==> config.mk <==
export PLATFORM = sky130hd
export DESIGN_NAME = bsl_top
export DESIGN_NICKNAME = d
export VERILOG_FILES = /design/src/verilog/bsl_pkg.sv /design/src/verilog/bsl_decode.sv /design/src/verilog/bsl_top.sv
export SDC_FILE = /design/constraint.sdc
export NUM_CORES = 1
export LEC_CHECK = 0
export BUFFER_PORTS_ARGS = -buffer_cell sky130_fd_sc_hd__buf_2
export CORE_MARGIN = 3
export CORE_UTILIZATION = 53
export CTS_CLUSTER_SIZE = 24
export DETAILED_ROUTE_END_ITERATION = 10
export PLACE_DENSITY = 0.83
export REMOVE_ABC_BUFFERS = 1
export SLEW_MARGIN = 0
export SYNTH_ARGS = -nofsm -noshare
export SYNTH_HDL_FRONTEND = slang
export SYNTH_SLANG_ARGS = --single-unit
==> constraint.sdc <==
create_clock -name clk_i -period 2.2 [get_ports clk_i]
set_input_delay 0.44 -clock clk_i [delete_from_list [all_inputs] [get_ports clk_i]]
set_output_delay 0.44 -clock clk_i [all_outputs]
set_load 0.02 [all_outputs]
==> src/verilog/bsl_pkg.sv <==
// Package of constants for the boot strap latch and decode block
package bsl_pkg;
   // Strap word bit positions
   localparam int unsigned STRAP_A_BIT = 0;
   localparam int unsigned STRAP_B_BIT = 1;
   localparam int unsigned STRAP_C_BIT = 2;
   localparam int unsigned STRAP_W     = 3;

   // Register offsets on the plain register port
   localparam logic [3:0] OFS_STRAP  = 4'h0;
   localparam logic [3:0] OFS_BOOT   = 4'h1;
   localparam logic [3:0] OFS_FUSE   = 4'h2;

   // Boot status register fields
   localparam int unsigned BOOT_DL_BIT    = 0;
   localparam int unsigned BOOT_PRINT_BIT = 1;
   localparam int unsigned BOOT_BAD_BIT   = 2;
   localparam int unsigned BOOT_VALID_BIT = 3;

   // Print control fuse encodings
   localparam logic [1:0] PRINT_ON    = 2'h0;
   localparam logic [1:0] PRINT_B_LOW = 2'h1;
   localparam logic [1:0] PRINT_B_HI  = 2'h2;
   localparam logic [1:0] PRINT_OFF   = 2'h3;

   // Reset values
   localparam logic [2:0] STRAP_RST = 3'h4;
   localparam logic [1:0] FUSE_RST  = 2'h0;

   // Hold time after chip enable and derived cycles at 50 MHz
   localparam int unsigned CLK_HZ      = 50_000_000;
   localparam int unsigned HOLD_MS     = 3;
   localparam int unsigned HOLD_CYCLES = (CLK_HZ / 1000) * HOLD_MS;

   typedef enum logic [1:0] {BSL_IDLE, BSL_WAIT, BSL_DONE} bsl_state_t;
endpackage

==> src/verilog/bsl_decode.sv <==
// Boot mode and print enable decode of latched strap bits
`timescale 1ns/100ps
module bsl_decode (
   input  wire logic [2:0] strap_i,
   input  wire logic [1:0] fuse_i,
   output logic            download_o,
   output logic            print_en_o,
   output logic            bad_combo_o
);
   wire pin_b = strap_i[bsl_pkg::STRAP_B_BIT];
   wire pin_c = strap_i[bsl_pkg::STRAP_C_BIT];

   assign download_o  = ~pin_c;
   // Pin B low with pin C low cannot boot; flagged for software only
   assign bad_combo_o = ~pin_b & ~pin_c;

   always_comb
   begin
      unique case (fuse_i)
         bsl_pkg::PRINT_ON:    print_en_o = 1'b1;
         bsl_pkg::PRINT_B_LOW: print_en_o = ~pin_b;
         bsl_pkg::PRINT_B_HI:  print_en_o = pin_b;
         bsl_pkg::PRINT_OFF:   print_en_o = 1'b0;
      endcase
   end
endmodule

==> src/verilog/bsl_top.sv <==
// Strap pin latch with boot decode and register port
//
// The address map and the plain strobed port are this design's own decisions.
`timescale 1ns/100ps
// Functional notes
// Latch three strap pin levels during reset
// Every system reset source re-samples straps
// Latched bits kept until power down
// Software reads latched bits via register
// Pin C pulled up internally by default
// Pins return to normal use after reset
// Pin C high flash boot, low download
// Download needs pin B high; A high (download_o uses pin C only; A and B not checked)
// Host never drives B and C low
// Fuse 0 prints, fuse 3 silent
// Fuse 1 prints when B low
// Fuse 2 prints when B high
// Host holds straps 3 ms after enable
// Host may use pulls or GPIO drive
// Capture at reset release, stable outputs
module bsl_top #(
   parameter int unsigned HOLD_CYC = bsl_pkg::HOLD_CYCLES
) (
   input  wire logic       clk_i,
   input  wire logic       srst_i,
   input  wire logic       strap_pin_a_i,
   input  wire logic       strap_pin_b_i,
   input  wire logic       strap_pin_c_i,
   input  wire logic       strap_pin_c_oe_i,
   output logic            strap_pin_c_pu_o,
   output logic            strap_release_o,
   input  wire logic [1:0] print_fuse_i,
   input  wire logic [3:0] addr_i,
   input  wire logic [7:0] wdata_i,
   input  wire logic       wr_i,
   input  wire logic       rd_i,
   output logic [7:0]      rdata_o,
   output logic            download_o,
   output logic            print_en_o,
   output logic            strap_valid_o
);
   bsl_pkg::bsl_state_t state_r;
   bsl_pkg::bsl_state_t state_nxt;
   logic [2:0]  strap_r;
   logic [2:0]  strap_nxt;
   logic [1:0]  fuse_r;
   logic [21:0] hold_cnt_r;
   logic [21:0] hold_cnt_nxt;
   logic        dl_r;
   logic        pr_r;
   logic        bad_r;
   logic [7:0]  rdata_r;
   logic        dec_dl;
   logic        dec_pr;
   logic        dec_bad;

   // Pin C reads high when nobody drives it (strap_pin_c_oe_i low)
   wire pin_c_eff = strap_pin_c_oe_i ? strap_pin_c_i : 1'b1;
   wire [2:0] pins = {pin_c_eff, strap_pin_b_i, strap_pin_a_i};
   wire hold_done = (hold_cnt_r == 22'(HOLD_CYC - 1));

   // Read strobes for the strap, boot and fuse registers; the fuse is latched once in BSL_IDLE, while the straps are sampled through BSL_WAIT too
   wire rd_strap = rd_i & (addr_i == bsl_pkg::OFS_STRAP);
   wire rd_boot  = rd_i & (addr_i == bsl_pkg::OFS_BOOT);
   wire rd_fuse  = rd_i & (addr_i == bsl_pkg::OFS_FUSE);
   wire [7:0] boot_word = {4'h0, strap_valid_o, bad_r, pr_r, dl_r};
   wire [7:0] rd_mux = rd_strap ? {5'h00, strap_r} :
                       rd_boot  ? boot_word :
                       rd_fuse  ? {6'h00, fuse_r} : 8'h00;

   // Sampling runs from reset release through the hold window so the last
   // stable level before release is what is kept.
   always_comb
   begin
      state_nxt    = state_r;
      strap_nxt    = strap_r;
      hold_cnt_nxt = hold_cnt_r;
      unique case (state_r)
         bsl_pkg::BSL_IDLE:
         begin
            strap_nxt    = pins;
            hold_cnt_nxt = 22'h000000;
            state_nxt    = bsl_pkg::BSL_WAIT;
         end
         bsl_pkg::BSL_WAIT:
         begin
            strap_nxt    = pins;
            hold_cnt_nxt = hold_cnt_r + 22'h000001;
            if (hold_done)
            begin
               state_nxt = bsl_pkg::BSL_DONE;
            end
         end
         bsl_pkg::BSL_DONE:
         begin
            strap_nxt = strap_r;
         end
         default:
         begin
            state_nxt = bsl_pkg::BSL_IDLE;
         end
      endcase
   end

   // Decode the value being frozen so download and print match the kept straps
   bsl_decode u_decode (
      .strap_i     (strap_nxt),
      .fuse_i      (fuse_r),
      .download_o  (dec_dl),
      .print_en_o  (dec_pr),
      .bad_combo_o (dec_bad)
   );

   // Any reset source arrives here as srst_i and restarts sampling
   always_ff @(posedge clk_i)
   begin
      if (srst_i)
      begin
         state_r    <= bsl_pkg::BSL_IDLE;
         strap_r    <= bsl_pkg::STRAP_RST;
         hold_cnt_r <= 22'h000000;
      end
      else
      begin
         state_r    <= state_nxt;
         strap_r    <= strap_nxt;
         hold_cnt_r <= hold_cnt_nxt;
      end
   end

   always_ff @(posedge clk_i)
   begin
      if (srst_i)
      begin
         fuse_r <= bsl_pkg::FUSE_RST;
      end
      else if (state_r == bsl_pkg::BSL_IDLE)
      begin
         fuse_r <= print_fuse_i;
      end
   end

   // Decoded results frozen once the straps settle
   always_ff @(posedge clk_i)
   begin
      if (srst_i)
      begin
         dl_r  <= 1'b0;
         pr_r  <= 1'b0;
         bad_r <= 1'b0;
      end
      else if (state_nxt == bsl_pkg::BSL_DONE && state_r != bsl_pkg::BSL_DONE)
      begin
         dl_r  <= dec_dl;
         pr_r  <= dec_pr;
         bad_r <= dec_bad;
      end
   end

   always_ff @(posedge clk_i)
   begin
      if (srst_i)
      begin
         rdata_r <= 8'h00;
      end
      else
      begin
         rdata_r <= rd_mux;
      end
   end

   assign rdata_o          = rdata_r;
   assign download_o       = dl_r;
   assign print_en_o       = pr_r;
   assign strap_valid_o    = (state_r == bsl_pkg::BSL_DONE);
   assign strap_release_o  = strap_valid_o;
   assign strap_pin_c_pu_o = ~strap_valid_o;
endmodule

==> results_dict.tcl <==
set metrics [dict create \
    avgSynthCellArea_um2 8.90 \
    detail-route-antenna-nets 0 \
    root_buffer "clkbuf_4" \
    crit_arrival_ns 2.31 \
    setup_tns_ns 0 \
    maxSlewViolCount 0 \
    synth_seq_area_share_pct 42.6 \
    rsz0062_at_grt "no" \
    area_growth_pct 10.4 \
    ir_drop_mv 0.418 \
    fin_skew_ns 0.00543 \
    port-buffer-count 21 \
    finalSetupViolations 0 \
    final-hold-violation-count 0 \
    grt_usage_pct 17.6 \
    whs_ns 0.338 \
    htreeDepth 2 \
    ys_ff_latch 36 \
    initial_core_util_pct 58.3 \
    core_um2 2900 \
    gr-total-overflow 0 \
    whs_path_depth 3 \
    cts_hold_buf 0 \
    clkTransAtPathRegs_ns 0.09 \
    critPathKind "register to register" \
    start_kind "register" \
    drive_gt1_share_pct 19.2 \
    clock.fmax_ghz 0.488 \
    cts_tree "done" \
    die_h_um 62.5 \
    dp_hpwl_um 2380 \
    drc 0 \
    num_rows 19 \
    cts_post_setup_buffers_inserted 0 \
    grt_pass1_vias 1301 \
    vias 1398 \
    routed_wl_um 3160 \
    vias_per_cell 5.46 \
    powerDensity_nw_per_um2 543 \
    detail_route.wl_per_cell_um 12.3 \
    die_w_um 62.5 \
    grt_max_degree 22 \
    cellLeakagePower_nw 0.711 \
    cts_sinks 36 \
    nFillCells 261 \
    cp_data_required_time_ns 2.46 \
    insertion_delay_ns 0.33 \
    drtIter0Drc 33 \
    antenna_found_initial 0 \
    cts_buffers 5 \
    grt_pass1_wl_um 5560 \
    synth_top_flop_cell "dfxtp_1" \
    run_status "complete, no violations" \
    ios 35 \
    die_area_um2 3910 \
    synth-edff-count 0 \
    clockBufferDepth 2 \
    period_minus_slack_ns 2.05 \
    critPathMaxFanout 5 \
    diodes 0 \
    nets 239 \
    power_mw 1.01 \
    cts_resized 0 \
    netlist_area_um2 1690 \
    first_pass_iters 4 \
    ys_types 42 \
    place_congestion 0.758 \
    syn_inst 190 \
    hold_path.class "input pin to register" \
    finalCritPeriodShare_pct 93.1 \
    ys_async_sr_fraction_pct 0 \
    ff2ff_path_depth 4 \
    maxCapViolCount 0 \
    endpoint_kind "register" \
    yosysWarnings 0 \
]
==> Yosys cell counts, types with 2 or more instances <==
master    count  area share, %
nand2_1      13            2.9
nor4_1        2           0.74
xor2_1        6            3.1
nor4b_1       2            1.0
inv_1         2           0.44
o31ai_1       3            1.3
nand3_1       4            1.2
and3_1        3            1.1
o21ai_0      11            3.3
dfxtp_1      36             43
buf_4         5            2.2
nor3b_1       2           0.89
or4_1         4            1.8
or3_1         9            3.3
clkbuf_1      3           0.67
nor2_1       20            4.4
nor3_1        4            1.2
nand4_1       6            2.2
buf_2         2           0.59
a21oi_1      17            5.0
nor2b_1       3            1.1
xnor2_1       4            2.1
nand2b_1      4            1.5
mux2i_1       7            4.1
==> critical path, stage by stage (launching register included) <==
cell     delay [ns]
dfxtp_1        0.35
or4b_4         0.55
or4_4          0.44
or4_1          0.51
a21oi_1        0.15
==> worst paths after layout <==
check,end,startpoint,slack [ns]
min reg2reg,bad_r,bad_r,0.48
max reg2reg,print_en_o,hold_cnt_r[12],0.15
max,print_en_o,hold_cnt_r[12],0.15
min,strap_r[0],strap_pin_a_i,0.34
==> cell families (layout without fill, tap and decap cells) <==
kind of cell / count (synthesis) / count (layout) / share of synthesized area [%]
AO/OA/AOI/OAI: 34 / 34 / 11.1
XOR/XNOR: 10 / 10 / 5.18
adder cells (fa/ha/maj): 1 / 1 / 0.740
buffers and inverters: 14 / 35 / 5.40
flip-flops: 36 / 36 / 42.6
multiplexers: 8 / 8 / 4.81
other: 1 / 4 / 0.222
AND/OR/NAND/NOR: 86 / 86 / 30.0
==> metrics by stage <==
step | std cells | setup slack, ns | instance area (um2) | utilization (%)
floorplan | 181 | 0.115 | 1620 | -
global placement | 251 | 0.196 | 1830 | 63.1
detailed placement | 251 | 0.177 | 1830 | 63.1
CTS | 256 | 0.147 | 1870 | 64.4
global route | 256 | 0.0691 | 1870 | 64.4
finish | 256 | 0.152 | 1870 | 64.4
==> placed cells by master, fill, tap and decap left out, drive strengths merged, types with 2 or more instances in the layout <==
| master | netlist | final |
|---|---|---|
| or3 | 9 | 9 |
| buf | 8 | 28 |
| xor2 | 6 | 6 |
| conb | 1 | 4 |
| nand4b | 2 | 2 |
| nand2 | 13 | 13 |
| a21oi | 17 | 17 |
| nand4 | 6 | 6 |
| o21ai | 11 | 11 |
| xnor2 | 4 | 4 |
| nor4b | 2 | 2 |
| nand3 | 4 | 4 |
| or4b | 2 | 2 |
| nor3 | 4 | 4 |
| dfxtp | 36 | 36 |
| nor2 | 20 | 20 |
| inv | 2 | 2 |
| nor2b | 3 | 3 |
| or4 | 5 | 5 |
| clkbuf | 4 | 5 |
| nor4 | 2 | 2 |
| nor3b | 2 | 2 |
| o31ai | 3 | 3 |
| and3 | 4 | 4 |
| mux2i | 7 | 7 |
| nand2b | 4 | 4 |
==> state kept, by name (all words and copies together), names as in the netlist <==
| name | flops |
|---|---|
| fuse_r | 2 |
| hold_cnt_r | 22 |
| download_o | 1 |
| state_r | 2 |
| rdata_o | 4 |
| print_en_o | 1 |
| bad_r | 1 |
| strap_r | 3 |
==> area by class of cell <==
cell class	count	area [um2]	area share [%]
multi-input cells	143	891	47.7
flip-flops and latches	36	721	38.6
repair buffers	28	158	8.45
well taps	42	52.6	2.82
clock buffers	5	37.5	2.01
inverters	2	7.51	0.402
==> where the power goes <==
group	internal [mW]	leakage, nW	switching [mW]
registers	0.659	0.292	0.00631
logic	0.0234	0.396	0.0308
clock network	0.107	0.0230	0.188
total	0.789	0.711	0.225
==> layer usage <==
metal / part of all wire (%) / wire, um / global-route usage, % / up-vias
met5: 0 / 0 / 0 / -
met3: 3.3 / 104 / 5.04 / 5
met4: 1.6 / 51 / 8.26 / 0
met1: 47 / 1490 / 21.3 / 645
met2: 48 / 1520 / 28.6 / 21
li1: - / - / - / 727
Power figures use the tool's default switching activity.
